**src/rtl/dpcblk_pkg.sv**
```systemverilog
// Package with register map, field positions and reset values for containment.
package dpcblk_pkg;
    localparam logic [11:0] DPCBLK_CAP_HDR_OFS = 12'h250;
    localparam logic [11:0] DPCBLK_CTRL_OFS = 12'h254;
    localparam logic [11:0] DPCBLK_STAT_OFS = 12'h258;
    localparam logic [11:0] DPCBLK_IMASK_OFS = 12'h25C;
    localparam logic [31:0] DPCBLK_CAP_HDR_VAL = 32'h0001001D;
    localparam logic [4:0] DPCBLK_MSI_VEC_RST = 5'h01;
    localparam int DPCBLK_TRIG_EN_LO = 16;
    localparam int DPCBLK_CPL_CTRL_BIT = 18;
    localparam int DPCBLK_INT_EN_BIT = 19;
    localparam int DPCBLK_COR_EN_BIT = 20;
    localparam int DPCBLK_SRC_ID_LO = 16;
    localparam logic [1:0] DPCBLK_TRIG_OFF = 2'h0;
    localparam logic [1:0] DPCBLK_TRIG_FATAL = 2'h1;
    localparam logic [1:0] DPCBLK_TRIG_NONFATAL = 2'h2;
    localparam logic [1:0] DPCBLK_RSN_UNCOR = 2'h0;
    localparam logic [1:0] DPCBLK_RSN_NONFATAL = 2'h1;
    localparam logic [1:0] DPCBLK_RSN_FATAL = 2'h2;
    localparam logic [2:0] DPCBLK_CPL_CA = 3'h4;
    localparam logic [2:0] DPCBLK_CPL_UR = 3'h1;
    localparam logic [3:0] DPCBLK_STAT_RST = 4'h0;
    localparam logic [15:0] DPCBLK_SRC_RST = 16'h0000;

    typedef enum logic [1:0] {
        DPCBLK_ST_IDLE = 2'b01,
        DPCBLK_ST_HELD = 2'b10
    } dpcblk_state_e;
endpackage

```
**src/rtl/dpcblk_evt_if.sv**
```systemverilog
// Interface carrying a containment trigger event between the detector and the register file.
`timescale 1ns/100ps
interface dpcblk_evt_if;
    logic fire;
    logic [1:0] reason;
    logic [15:0] src_id;
    modport src (output fire, output reason, output src_id);
    modport dst (input fire, input reason, input src_id);
endinterface

```
**src/rtl/dpcblk_msgout.sv**
```systemverilog
// Emits one-cycle interrupt and correctable-error message requests per trigger.
`timescale 1ns/100ps
module dpcblk_msgout
    import dpcblk_pkg::*;
(
    input wire logic pclk,
    input wire logic presetn,
    input wire logic int_en,
    input wire logic cor_en,
    dpcblk_evt_if.dst evt,
    output logic msi_req,
    output logic err_cor_req
);
    logic msi_d;
    logic msi_q;
    logic cor_d;
    logic cor_q;

    always_comb
    begin
        msi_d = evt.fire & int_en;
        cor_d = evt.fire & cor_en;
    end

    always_ff @(posedge pclk or negedge presetn)
    begin
        if (!presetn)
        begin
            msi_q <= 1'b0;
            cor_q <= 1'b0;
        end
        else
        begin
            msi_q <= msi_d;
            cor_q <= cor_d;
        end
    end

    assign msi_req = msi_q;
    assign err_cor_req = cor_q;
endmodule

```
**src/rtl/dpcblk_top.sv**
```systemverilog
// Downstream port containment block with APB registers.
// Notes on behaviour
// - Trigger-enable 00b disables containment, 11b reserved, resets to disabled.
// - Setting 01b triggers on unmasked uncorrectable error or received fatal message.
// - Setting 10b triggers on uncorrectable error, non-fatal or fatal message.
// - Completions during containment return abort when bit is 0, unsupported when 1.
// - Interrupt enable set makes a trigger raise an interrupt; clear gives none; here irq still rises on a trigger when imask unmasks status bits 0 to 2.
// - Correctable-message enable sends one correctable-error message per trigger.
// - Trigger-status flag sets on every trigger and resets to zero.
// - Reason field records uncorrectable 00b, non-fatal 01b, fatal 10b.
// - Interrupt-status flag sets only when triggered with interrupt enable set.
// - Source-ID field holds the requester ID of a triggering message.
// - Containment registers exist only when the port is a downstream port.
// - Interrupt vector number is read-only and resets to vector one.
//
// Chosen here: register access over APB.
`timescale 1ns/100ps
module dpcblk_top
    import dpcblk_pkg::*;
#(
    parameter bit DOWNSTREAM = 1'b1
)
(
    input wire logic pclk,
    input wire logic presetn,
    input wire logic psel,
    input wire logic penable,
    input wire logic pwrite,
    input wire logic [11:0] paddr,
    input wire logic [31:0] pwdata,
    input wire logic [3:0] pstrb,
    output logic [31:0] prdata,
    output logic pready,
    output logic pslverr,
    input wire logic uncor_err,
    input wire logic nonfatal_msg,
    input wire logic fatal_msg,
    input wire logic [15:0] msg_req_id,
    output logic contained,
    output logic [2:0] cpl_status,
    output logic msi_req,
    output logic [4:0] msi_vector,
    output logic err_cor_req,
    output logic irq
);
    logic [1:0] trig_en_q;
    logic [1:0] trig_en_d;
    logic cpl_ctrl_q;
    logic cpl_ctrl_d;
    logic int_en_q;
    logic int_en_d;
    logic cor_en_q;
    logic cor_en_d;
    logic [3:0] stat_q;
    logic [3:0] stat_d;
    logic [3:0] imask_q;
    logic [3:0] imask_d;
    logic [15:0] src_q;
    logic [15:0] src_d;
    logic [31:0] rdata_q;
    logic [31:0] rdata_d;
    logic err_q;
    logic err_d;
    dpcblk_state_e state_q;
    dpcblk_state_e state_d;
    dpcblk_evt_if evt ();

    function automatic logic hit(input logic [11:0] a, input logic [11:0] ofs);
        hit = (a[11:2] == ofs[11:2]);
    endfunction

    function automatic logic [3:0] w1c(input logic [3:0] cur, input logic [3:0] clr);
        w1c = cur & ~clr;
    endfunction

    logic wait_q;
    logic wait_d;
    logic [2:0] cpl_q;
    logic [2:0] cpl_d;
    logic wr_acc;
    logic rd_acc;
    logic mapped;
    // Writes land only at the edge where pready is high, so a new trigger is never cleared twice.
    assign wr_acc = psel & penable & pwrite & wait_q;
    assign rd_acc = psel & penable & ~pwrite;
    // The capability is absent on an upstream port, so every offset answers as unmapped.
    assign mapped = DOWNSTREAM & (hit(paddr, DPCBLK_CAP_HDR_OFS) | hit(paddr, DPCBLK_CTRL_OFS)
        | hit(paddr, DPCBLK_STAT_OFS) | hit(paddr, DPCBLK_IMASK_OFS));

    dpcblk_trigger u_trig (
        .pclk(pclk),
        .presetn(presetn),
        .trig_en(trig_en_q),
        .contained(contained),
        .uncor_err(uncor_err & DOWNSTREAM),
        .nonfatal_msg(nonfatal_msg & DOWNSTREAM),
        .fatal_msg(fatal_msg & DOWNSTREAM),
        .msg_req_id(msg_req_id),
        .evt(evt.src)
    );

    dpcblk_msgout u_msg (
        .pclk(pclk),
        .presetn(presetn),
        .int_en(int_en_q),
        .cor_en(cor_en_q),
        .evt(evt.dst),
        .msi_req(msi_req),
        .err_cor_req(err_cor_req)
    );

    always_comb
    begin
        trig_en_d = trig_en_q;
        cpl_ctrl_d = cpl_ctrl_q;
        int_en_d = int_en_q;
        cor_en_d = cor_en_q;
        imask_d = imask_q;
        stat_d = stat_q;
        src_d = src_q;
        if (wr_acc && mapped && hit(paddr, DPCBLK_CTRL_OFS) && pstrb[2])
        begin
            trig_en_d = pwdata[DPCBLK_TRIG_EN_LO +: 2];
            cpl_ctrl_d = pwdata[DPCBLK_CPL_CTRL_BIT];
            int_en_d = pwdata[DPCBLK_INT_EN_BIT];
            cor_en_d = pwdata[DPCBLK_COR_EN_BIT];
        end
        if (wr_acc && mapped && hit(paddr, DPCBLK_IMASK_OFS) && pstrb[0])
        begin
            imask_d = pwdata[3:0];
        end
        if (wr_acc && mapped && hit(paddr, DPCBLK_STAT_OFS) && pstrb[0])
        begin
            stat_d = w1c(stat_q, pwdata[3:0]);
        end
        // A trigger in the same cycle as a clear wins, so no event is lost.
        if (evt.fire)
        begin
            stat_d[0] = 1'b1;
            stat_d[2:1] = evt.reason;
            stat_d[3] = stat_d[3] | int_en_q;
            src_d = evt.src_id;
        end
    end

    // Containment is held until software clears the trigger-status flag.
    always_comb
    begin
        case (state_q)
            DPCBLK_ST_IDLE:
            begin
                state_d = evt.fire ? DPCBLK_ST_HELD : DPCBLK_ST_IDLE;
            end
            DPCBLK_ST_HELD:
            begin
                state_d = stat_d[0] ? DPCBLK_ST_HELD : DPCBLK_ST_IDLE;
            end
            default:
            begin
                state_d = DPCBLK_ST_IDLE;
            end
        endcase
    end

    always_comb
    begin
        rdata_d = 32'h00000000;
        err_d = psel & penable & ~mapped;
        if (rd_acc && mapped)
        begin
            if (hit(paddr, DPCBLK_CAP_HDR_OFS))
            begin
                rdata_d = DPCBLK_CAP_HDR_VAL;
            end
            else if (hit(paddr, DPCBLK_CTRL_OFS))
            begin
                rdata_d[4:0] = DPCBLK_MSI_VEC_RST;
                rdata_d[DPCBLK_TRIG_EN_LO +: 2] = trig_en_q;
                rdata_d[DPCBLK_CPL_CTRL_BIT] = cpl_ctrl_q;
                rdata_d[DPCBLK_INT_EN_BIT] = int_en_q;
                rdata_d[DPCBLK_COR_EN_BIT] = cor_en_q;
            end
            else if (hit(paddr, DPCBLK_STAT_OFS))
            begin
                rdata_d[3:0] = stat_q;
                rdata_d[DPCBLK_SRC_ID_LO +: 16] = src_q;
            end
            else
            begin
                rdata_d[3:0] = imask_q;
            end
        end
    end

    // Control fields keep their value until software rewrites byte two of the register.
    always_ff @(posedge pclk or negedge presetn)
    begin
        if (!presetn)
        begin
            trig_en_q <= DPCBLK_TRIG_OFF;
            cpl_ctrl_q <= 1'b0;
            int_en_q <= 1'b0;
            cor_en_q <= 1'b0;
        end
        else
        begin
            trig_en_q <= trig_en_d;
            cpl_ctrl_q <= cpl_ctrl_d;
            int_en_q <= int_en_d;
            cor_en_q <= cor_en_d;
        end
    end

    always_ff @(posedge pclk or negedge presetn)
    begin
        if (!presetn)
        begin
            imask_q <= 4'h0;
        end
        else
        begin
            imask_q <= imask_d;
        end
    end

    always_ff @(posedge pclk or negedge presetn)
    begin
        if (!presetn)
        begin
            stat_q <= DPCBLK_STAT_RST;
            src_q <= DPCBLK_SRC_RST;
        end
        else
        begin
            stat_q <= stat_d;
            src_q <= src_d;
        end
    end

    always_ff @(posedge pclk or negedge presetn)
    begin
        if (!presetn)
        begin
            state_q <= DPCBLK_ST_IDLE;
        end
        else
        begin
            state_q <= state_d;
        end
    end

    always_ff @(posedge pclk or negedge presetn)
    begin
        if (!presetn)
        begin
            rdata_q <= 32'h00000000;
            err_q <= 1'b0;
        end
        else
        begin
            rdata_q <= rdata_d;
            err_q <= err_d;
        end
    end

    // The status is decoded ahead of its register so it changes with the control bit.
    always_comb
    begin
        cpl_d = cpl_ctrl_d ? DPCBLK_CPL_UR : DPCBLK_CPL_CA;
    end

    always_ff @(posedge pclk or negedge presetn)
    begin
        if (!presetn)
        begin
            cpl_q <= DPCBLK_CPL_CA;
        end
        else
        begin
            cpl_q <= cpl_d;
        end
    end

    // Read data is registered, so each access takes exactly one wait state.
    always_comb
    begin
        wait_d = psel & penable & ~wait_q;
    end

    always_ff @(posedge pclk or negedge presetn)
    begin
        if (!presetn)
        begin
            wait_q <= 1'b0;
        end
        else
        begin
            wait_q <= wait_d;
        end
    end

    assign pready = wait_q;
    assign pslverr = wait_q & err_q;
    assign prdata = rdata_q;
    assign contained = (state_q == DPCBLK_ST_HELD);
    assign cpl_status = cpl_q;
    assign msi_vector = DPCBLK_MSI_VEC_RST;
    assign irq = |(stat_q & imask_q);
endmodule

```
**src/rtl/dpcblk_trigger.sv**
```systemverilog
// Trigger detector choosing a cause and capturing the message requester ID.
`timescale 1ns/100ps
module dpcblk_trigger
    import dpcblk_pkg::*;
(
    input wire logic pclk,
    input wire logic presetn,
    input wire logic [1:0] trig_en,
    input wire logic contained,
    input wire logic uncor_err,
    input wire logic nonfatal_msg,
    input wire logic fatal_msg,
    input wire logic [15:0] msg_req_id,
    dpcblk_evt_if.src evt
);
    logic fire_d;
    logic fire_q;
    logic [1:0] rsn_d;
    logic [1:0] rsn_q;
    logic [15:0] src_d;
    logic [15:0] src_q;

    // A second trigger while contained is ignored so the first cause is kept.
    // The cycle after a fire is blocked too, since containment only shows one edge later.
    always_comb
    begin
        fire_d = 1'b0;
        rsn_d = rsn_q;
        src_d = src_q;
        if (!contained && !fire_q)
        begin
            case (trig_en)
                DPCBLK_TRIG_FATAL:
                begin
                    fire_d = uncor_err | fatal_msg;
                end
                DPCBLK_TRIG_NONFATAL:
                begin
                    fire_d = uncor_err | fatal_msg | nonfatal_msg;
                end
                default:
                begin
                    fire_d = 1'b0;
                end
            endcase
            if (fire_d)
            begin
                if (uncor_err)
                begin
                    rsn_d = DPCBLK_RSN_UNCOR;
                end
                else if (fatal_msg)
                begin
                    rsn_d = DPCBLK_RSN_FATAL;
                    src_d = msg_req_id;
                end
                else
                begin
                    rsn_d = DPCBLK_RSN_NONFATAL;
                    src_d = msg_req_id;
                end
            end
        end
    end

    always_ff @(posedge pclk or negedge presetn)
    begin
        if (!presetn)
        begin
            fire_q <= 1'b0;
            rsn_q <= DPCBLK_RSN_UNCOR;
            src_q <= DPCBLK_SRC_RST;
        end
        else
        begin
            fire_q <= fire_d;
            rsn_q <= rsn_d;
            src_q <= src_d;
        end
    end

    assign evt.fire = fire_q;
    assign evt.reason = rsn_q;
    assign evt.src_id = src_q;
endmodule

```
**config.mk**
```make
export PLATFORM = sky130hd
export DESIGN_NAME = dpcblk_top
export DESIGN_NICKNAME = d
export VERILOG_FILES = /design/src/rtl/dpcblk_pkg.sv /design/src/rtl/dpcblk_evt_if.sv /design/src/rtl/dpcblk_msgout.sv /design/src/rtl/dpcblk_top.sv /design/src/rtl/dpcblk_trigger.sv
export SDC_FILE = /design/constraint.sdc
export NUM_CORES = 1
export LEC_CHECK = 0
export ABC_AREA = 1
export ABC_CLOCK_PERIOD_IN_PS = 1700
export BUFFER_PORTS_ARGS = -buffer_cell sky130_fd_sc_hd__clkbuf_2
export CORE_ASPECT_RATIO = 2
export CORE_MARGIN = 2
export CORE_UTILIZATION = 25
export DETAILED_ROUTE_END_ITERATION = 7
export GPL_TIMING_DRIVEN = 0
export PLACE_DENSITY = 0.57
export REMOVE_ABC_BUFFERS = 1
export SLEW_MARGIN = 10
export SYNTH_ARGS = -nofsm -noshare
export SYNTH_HDL_FRONTEND = slang
export SYNTH_SLANG_ARGS = --single-unit
```
**constraint.sdc**
```tcl
create_clock -name pclk -period 1.7 [get_ports pclk]
set_clock_uncertainty 0.2 [all_clocks]
set_input_delay 0.085 -clock pclk [delete_from_list [all_inputs] [get_ports pclk]]
set_output_delay 0.085 -clock pclk [all_outputs]
set_load 0.01 [all_outputs]
```
Yosys cells after proc, flatten, opt, wreduce, memory -nomap -nowiden
Index checks and enable logic that the tools add are counted.

Memory bits (read-only): 0. Latch bits: 0. Bits in writable memories: 0. Memories kept: 0. Register bits: 89. Input bits: 72. Output and inout port bits: 46.

Order comparisons: 0. Reductions and logical operators: 15. Equal/unequal tests: 8. Muxes and demuxes: 20. Divide/modulo/power cells: 0. Multipliers: 0. Bitwise logic cells: 22. Add/subtract/negate cells: 0. Shifts and indexed selects: 0.

Operator list (number): 10-bit by 8-bit == test with 1-bit output, second input constant (4); 16-bit two-way mux (2); 32-bit two-way mux (1); 4-bit two-way mux (4); 11-bit two-way mux (1); 5-bit two-way mux (2); 1-bit AND (9); 1-bit logical AND (9); 4-bit AND (2); 2-bit two-way mux (4); 1-bit bitwise OR (6); 2-bit by 1-bit == test with 1-bit output, second input constant (2); 2-bit == test, second input constant (2); 1-bit NOT (4); 4-bit NOT (1); 2-bit case mux with 2 select lines (1); 4-bit OR reduction (1); 1-bit two-way mux (3); 3-bit two-way mux (1); 3-bit AND reduction (1); 1-bit logical NOT (2); 1-bit case mux with 2 select lines (1); 2-bit AND reduction (1); 2-bit nonzero test (1).

Logic depth before layout (Yosys ltp)
Gate-level depths: netlist of run 1.

Depth in word-level cells: 12. Depth in mapped cells: 10. Mapped depth without buffers: 10.

Hierarchy
Synthesis of run 1 repeated with hierarchy kept, for this count alone.

Cells, all modules: 373. Area total of the unflattened synthesis: 3450.8 µm².

By module, submodules not included: dpcblk_top (area each 2484.9 µm², instances 1, cells each 271, seq. area each 1378.8 µm²); dpcblk_trigger (area each 900.9 µm², instances 1, cells each 96, seq. area each 475.5 µm²); dpcblk_msgout (area each 65.1 µm², instances 1, cells each 6, seq. area each 50.0 µm²).

Worst setup path before layout of run 1
OpenSTA, ideal clock, no wires.

Kind: register to register. Start: register state_q[0]. End: register u_trig.src_q[10], in the netlist u_trig.evt.src_id[10]. Path buffers: 1. Clock period less this slack: 1.817 ns. Setup slack: -0.117 ns. Library setup time: 0.123 ns. Data arrival time: 1.494 ns. Stages on the path, launching flop included: 8. Cells stage by stage: dfstp_2 > inv_1 > ha_1 > nor3_4 > o211ai_4 > clkbuf_2 > o21ai_0 > nand2_1.

Longest elaborated chain between the ends: 4.

Ends and longest elaborated chain: from (decl) (line dpcblk_top.sv:64) `dpcblk_state_e state_q;`; from (signal assigned) (line dpcblk_top.sv:248) `state_q <= state_d;`; 2-bit == test (line dpcblk_top.sv:305) `assign contained = (state_q == DPCBLK_ST_HELD);`; via contained (line dpcblk_top.sv:39) `output logic contained,`; 1-bit logical NOT (line dpcblk_trigger.sv:30) `if (!contained && !fire_q)`; 1-bit logical AND (line dpcblk_trigger.sv:30); 3-bit AND reduction (no source line); to (signal assigned) (line dpcblk_trigger.sv:78) `src_q <= src_d;`; to (decl) (line dpcblk_trigger.sv:21) `logic [15:0] src_q;`.

The timed path passes the listed nets, and every way through them passes these cells. A chain may end at the register's enable or synchronous reset.

Worst setup path after layout of run 1
Start: register state_q[0]. End: register u_trig.src_q[7], in the netlist u_trig.evt.src_id[7].

Longest elaborated chain between the ends: 4.

Ends and longest elaborated chain (line): 2-bit == test (dpcblk_top.sv:305); 1-bit logical NOT (dpcblk_trigger.sv:30); 1-bit logical AND (dpcblk_trigger.sv:30); 3-bit AND reduction (no source line).

Every way passes these cells.

==> results of run 1 <==
per-stage QoR:
stage | std cells | hold WS, ns | cell area, µm²
4_1_cts | 635 | 0.003878 | 4647
3_3_place_gp | 572 | 0.05101 | 3801
3_5_place_dp | 573 | -0.1986 | 3831
2_1_floorplan | 344 | -0.4106 | 3242
6_report | 637 | 0.01299 | 4716
5_1_grt | 637 | 0.03964 | 4716
worst max-delay path by stage:
stage	end	start	depth (start not counted)
2_1_floorplan	u_trig.evt.src_id[0]	state_q[0]	6
3_3_place_gp	u_trig.evt.src_id[1]	state_q[0]	6
3_5_place_dp	u_trig.evt.src_id[1]	u_trig.evt.fire	4
4_1_cts	u_trig.evt.src_id[1]	state_q[0]	9
5_1_grt	u_trig.evt.src_id[5]	state_q[0]	7
6_report	u_trig.evt.src_id[7]	state_q[0]	9
logic make-up after synthesis:
kind of cell,Yosys count,share of synthesized area [%]
other,2,0.2215
adders and majority gates,4,1.476
and+or+nand+nor,140,20.63
buffers and inverters,76,11.51
DFF,76,56.16
AOI/OAI and AO/OA,59,10.00
routing by layer:
layer  wire (µm)  vias to the layer above  GRT usage (%)
li1            -                     1327              -
met3         289                       21          1.853
met2        4321                       79          20.84
met5           0                        -              0
met1        2921                     1261          11.45
met4         368                        0          7.541
area by class of cell:
type	count	share of cell area, %
clock buffer	10	4.855
clock inverter	5	1.141
inverter	48	3.927
multi-input combinational	221	26.51
sequential	76	40.41
tap	155	4.112
timing repair buffer	122	19.05
layout by cell type, fill, tap and decap left out, types with 9 or more instances in the layout:
cell,n
nand2_1,79
dfrtp_1,73
clkbuf_2,72
inv_1,43
o21ai_0,36
dlygate4sd3_1,35
conb_1,17
nor2_1,13
nor3_2,11
nand2_2,9
clkbuf_16,9
registers in the layout (all words and copies together) (netlist names), 2 cells and up, named ones only:
signal,cells
prdata,21
src_q,16
u_trig.evt.src_id,16
imask_q,4
stat_q,4
state_q,2
trig_en_q,2
u_trig.evt.reason,2
critical path, stage by stage (launching register included):
cell and delay, ns:
dfstp_2 0.54, inv_2 0.04, ha_4 0.16, nor3_4 0.14, o211ai_4 0.15, buf_6 0.16
nor2_4 0.10, buf_6 0.15, nand2_1 0.06, nand2_1 0.06
report_power, final:
part	internal, mW	leakage [nW]	switching (mW)
clock	1.12	0.142	0.693
combinational	0.103	1.22	0.125
sequential	1.81	0.973	0.00188
what timing repair did:
| action | 4_1_cts | 5_1_grt |
|---|---|---|
| hold buffers | 35 | 0 |
| pin swaps | 4 | 3 |
| gates cloned | 2 | 0 |
| resized for setup | 14 | 21 |
| setup buffers | 10 | 3 |
| hold endpoints to repair | 114 | 0 |
| endpoints found under the setup margin | 29 | 36 |
==> flow_summary.ini, run 1 <==
[power_and_ir_drop]
p_leak_nw = 2.337
power.total_mw = 3.858
p_per_area_nw_per_um2 = 818.0
vdd_ir_drop_max_uv = 369.2

[clock_network]
root_buffer = clkbuf_16
path_clk_slew_ns = 0.06
cts_buffer_depth = 2
htreeDepth = 3
clock_latency_ns = 0.32
clock_sinks = 76
cts_buffers = 9
cts_tree = built

[yosys]
synthTopCellsByCount = nand2_1, dfrtp_1, inv_1, o21ai_0, buf_4
async_reset_ff_share_pct = 100.0
synth-seq-cells = 76
synthTopCellsByArea = dfrtp_1, nand2_1, o21ai_0
yosysMostFrequentCell = nand2_1
syn_avg_cell_area_um2 = 9.498
synth_edf_count = 0
ys_warn_count = 0
synth.top_cell.area_share_pct = 54.61
synth_top_cell_by_area = dfrtp_1
ys.flop_type = dfrtp_1
synth_cell_type_count = 35
synthCells = 357
seq_area_frac_synth_pct = 56.16
syn_area_um2 = 3391

[detailed_routing]
wirelength_um = 7901
drt_iter0_drc = 127
wl_per_cell_um = 12.40
via_count = 2688
route.detailed.drc = 0
routed_via_density = 4.220
ant_nets = 0
drtPass1Iterations = 4

[critical_path]
worstPathArrival_ns = 1.89
rr_worst_depth = 9
r2r-start = state_q[0]
timing.rr.end = u_trig.evt.src_id[7]
path_max_fanout = 7
endpoint_kind = flop
worstSetupPathType = reg -> reg
cp.required_ns = 1.76
start_kind = flop
worst-r2r-setup-slack_ns = -0.13

[hold_path]
whs_endpoint = imask_q[0]
hold_start = pstrb[0]
hold_depth = 5
hold_class = in -> reg

[floorplanning]
io_pins = 118
rows = 60
fp.dieH_um = 168.7
core_um2 = 13360
die_area_um2 = 14570
initial_utilization_pct = 25.37
die_w_um = 86.35

[placed_design]
portBuffers = 73
gp_congestion = 0.8264
dp_hpwl_um = 5652
dp_slack_ns = -0.5388

[sta]
final.min_clock_period_ns = 1.832
worst_slew_pin_slew_ns = 0.6434
fin_setup_tns_ns = -1.621
maxSlewViolCount = 0
slew_headroom_pct = 57.06
setup_viol = 18
fmax_ghz = 0.5459
grt_setup_unrepaired = true
finalCritPeriodShare_pct = 107.8
final_hold_viol_count = 0
final.setup.worst_slack_ns = -0.1320

[status]
violations = setup timing
outcome = finished, violations left

[layout]
n_antenna_cell = 0
multi_input_area_um2 = 1250
final_nets = 554
area_delta_synth_final_pct = 39.08
postLayoutCoreUtil_pct = 35.29
seq_area_um2 = 1906
fill_cells = 1370
layout-drive-gt1-share_pct = 31.95

[flow_run]
maxCapViolCount = 0

[global_routing]
antenna_found_initial = 0
grt_pass1_wl_um = 12910
grt_max_degree = 61
grt.total_usage_pct = 11.40
grt-ovfl-total = 0
grt_pass1_vias = 2754
No activity file was read; power rests on OpenSTA's default activity.
==> run 2: changes to the inputs <==
==> constraint.sdc (replaced) <==
create_clock -name pclk -period 1.7 [get_ports pclk]
set_clock_uncertainty 0.2 [all_clocks]
set_input_delay 0 -clock pclk [delete_from_list [all_inputs] [get_ports pclk]]
set_output_delay 0 -clock pclk [all_outputs]
set_load 0.01 [all_outputs]
==> run 2 against run 1 <==
  * The flow finishes with violations (hold timing, setup timing)
  * Critical path depth is 1 lower
  * First-iteration DRC count increased by 31%
  * Maximum frequency up 0.59%
  * Clock power barely moved
  * Design area up 1.8%
  * Global-route usage grew 0.17 points
  * Setup slack better by 0.011 ns
  * Non-clock buffer count grew 11
  * Sequential cell count unchanged
  * Via count up 2.4%
  * Die area did not move
  * Count of clock-buffer cells in the layout is the same
  * Largest cell class unchanged
  * Largest power group is now registers
==> flow_summary.ini, run 2 (synthesis gave the netlist of run 1 again) <==
[sta]
final.min_clock_period_ns = 1.821
fmax_ghz = 0.5491
setup_viol = 17
holdWs_ns = -0.02118
grt_setup_unrepaired = true
finalCritPeriodShare_pct = 107.1
maxSlewViolCount = 0
final_hold_viol_count = 2
final.setup.worst_slack_ns = -0.1212

[critical_path]
cp.required_ns = 1.72
crit_family = flip-flops
slowest_delay_ns = 0.54
start_kind = flop
worstSetupPathType = reg -> reg
path_buf_inv = 3
crit_top_cell = buf_6
worstPathArrival_ns = 1.84
crit_path_top_delay_cell = dfstp_2
path_max_fanout = 4
endpoint_kind = flop
crit_chain = inv_2 -> ha_4 -> nor3_4 -> o211ai_4 -> buf_6 -> nor2_4 -> buf_6 -> o21ai_2

[flow_run]
maxCapViolCount = 0

[placed_design]
gp_congestion = 0.8264
dp_hpwl_um = 5652
portBuffers = 73
dp_slack_ns = -0.5388
placed_area_um2 = 3831

[detailed_routing]
wl_per_cell_um = 12.54
route.detailed.drc = 0
ant_nets = 0
drtPass1Iterations = 4
routed_via_density = 4.247
via_count = 2752
wirelength_um = 8127
drt_iter0_drc = 167

[floorplanning]
die_area_um2 = 14570
die_w_um = 86.35
rows = 60
io_pins = 118
initial_utilization_pct = 25.37
core_um2 = 13360
fp.dieH_um = 168.7

[layout]
final_cell_mix = nand2_1, dfrtp_1, clkbuf_2, dlygate4sd3_1, inv_1
layout-drive-gt1-share_pct = 32.05
final_area_um2 = 4798
largest_reg_flops = 21
layout_commonest_cell = nand2_1
n_antenna_cell = 0
area_delta_synth_final_pct = 41.51
final_nets = 565

[power_and_ir_drop]
p_leak_nw = 2.368
p_per_area_nw_per_um2 = 808.4
vdd_ir_drop_max_uv = 373.2
power.total_mw = 3.879

[global_routing]
antenna_found_initial = 0
grt_pass1_wl_um = 13100
grt-ovfl-total = 0
grt_max_degree = 61
grt.total_usage_pct = 11.57
grt_pass1_vias = 2843

[clock_network]
htreeDepth = 3
cts_tree = built
cts_buffers = 9
path_clk_slew_ns = 0.06
clock_sinks = 76
clock_latency_ns = 0.32
cts_buffer_depth = 2
root_buffer = clkbuf_16

[hold_path]
hold_class = in -> reg

[status]
violations = hold timing, setup timing
outcome = finished, violations left
[run 2: cell count changes in the layout (fill, tap and decap cells not counted), sizes merged]
cell,delta
dlygate4sd3,+9
buf,+2
inv,-1
clkinvlp,+1
[run 2: final timing paths]
kind / from / endpoint / slack (ns) / cells past startpoint
min reg2reg: u_trig.evt.reason[0] / u_trig.evt.reason[0] / 0.28 / 2
min in group asynchronous: presetn / u_trig.evt.src_id[14] / 0.50 / 3
max: state_q[0] / u_trig.evt.src_id[4] / -0.12 / 8
max in group asynchronous: presetn / cpl_status[2] / 0.18 / 4
max reg2reg: state_q[0] / u_trig.evt.src_id[4] / -0.12 / 8
min: paddr[10] / cpl_status[2] / -0.02 / 6
[run 2: cell type report]
| cell class | count | area, µm² |
|---|---|---|
| Fill cell | 1357 | 8564 |
| Sequential cell | 76 | 1906 |
| Multi-Input combinational cell | 221 | 1247 |
| Timing Repair Buffer | 133 | 979.7 |
| Clock buffer | 10 | 229.0 |
| Tap cell | 155 | 193.9 |
| Inverter | 48 | 188.9 |
| Clock inverter | 5 | 53.80 |
[run 2: metrics by stage]
stage | std cells | hold WS, ns | util (%) | setup TNS [ns]
6_report | 648 | -0.02118 | 35.91 | -1.424
2_1_floorplan | 344 | -0.4956 | - | -4.171
3_3_place_gp | 572 | -0.03399 | 28.45 | -24.63
3_5_place_dp | 573 | -0.2836 | 28.67 | -11.10
4_1_cts | 645 | 0.01169 | 35.52 | -2.070
5_1_grt | 648 | 0.0002403 | 35.91 | -3.186
[run 2: repair_timing]
| item | 4_1_cts | 5_1_grt |
|---|---|---|
| hold buffers | 45 | 1 |
| endpoints found under the hold margin | 122 | 17 |
| resized for setup | 14 | 20 |
| pin swaps | 4 | 4 |
| endpoints found under the setup margin | 29 | 54 |
| buffers inserted | 10 | 6 |
| cloned | 2 | 0 |
[run 2: metal layers]
layer	up-vias	GRT usage [%]	routed length, µm
met5	-	0	0
met4	0	8.152	422
met3	24	1.853	358
met2	98	20.97	4450
met1	1283	11.58	2897
li1	1347	-	-
[run 2: worst register-to-register path, stage by stage, from the launching register on]
cell and delay, ns:
dfstp_2 0.54, inv_2 0.04, ha_4 0.16, nor3_4 0.14, o211ai_4 0.15, buf_6 0.16, nor2_4 0.10, buf_6 0.15
o21ai_2 0.06
[run 2: power by group]
group | switching (mW) | total (mW) | internal [mW] | leakage [nW]
logic | 0.133 | 0.253 | 0.120 | 1.25
clock network | 0.689 | 1.81 | 1.12 | 0.142
registers | 0.00182 | 1.81 | 1.81 | 0.973
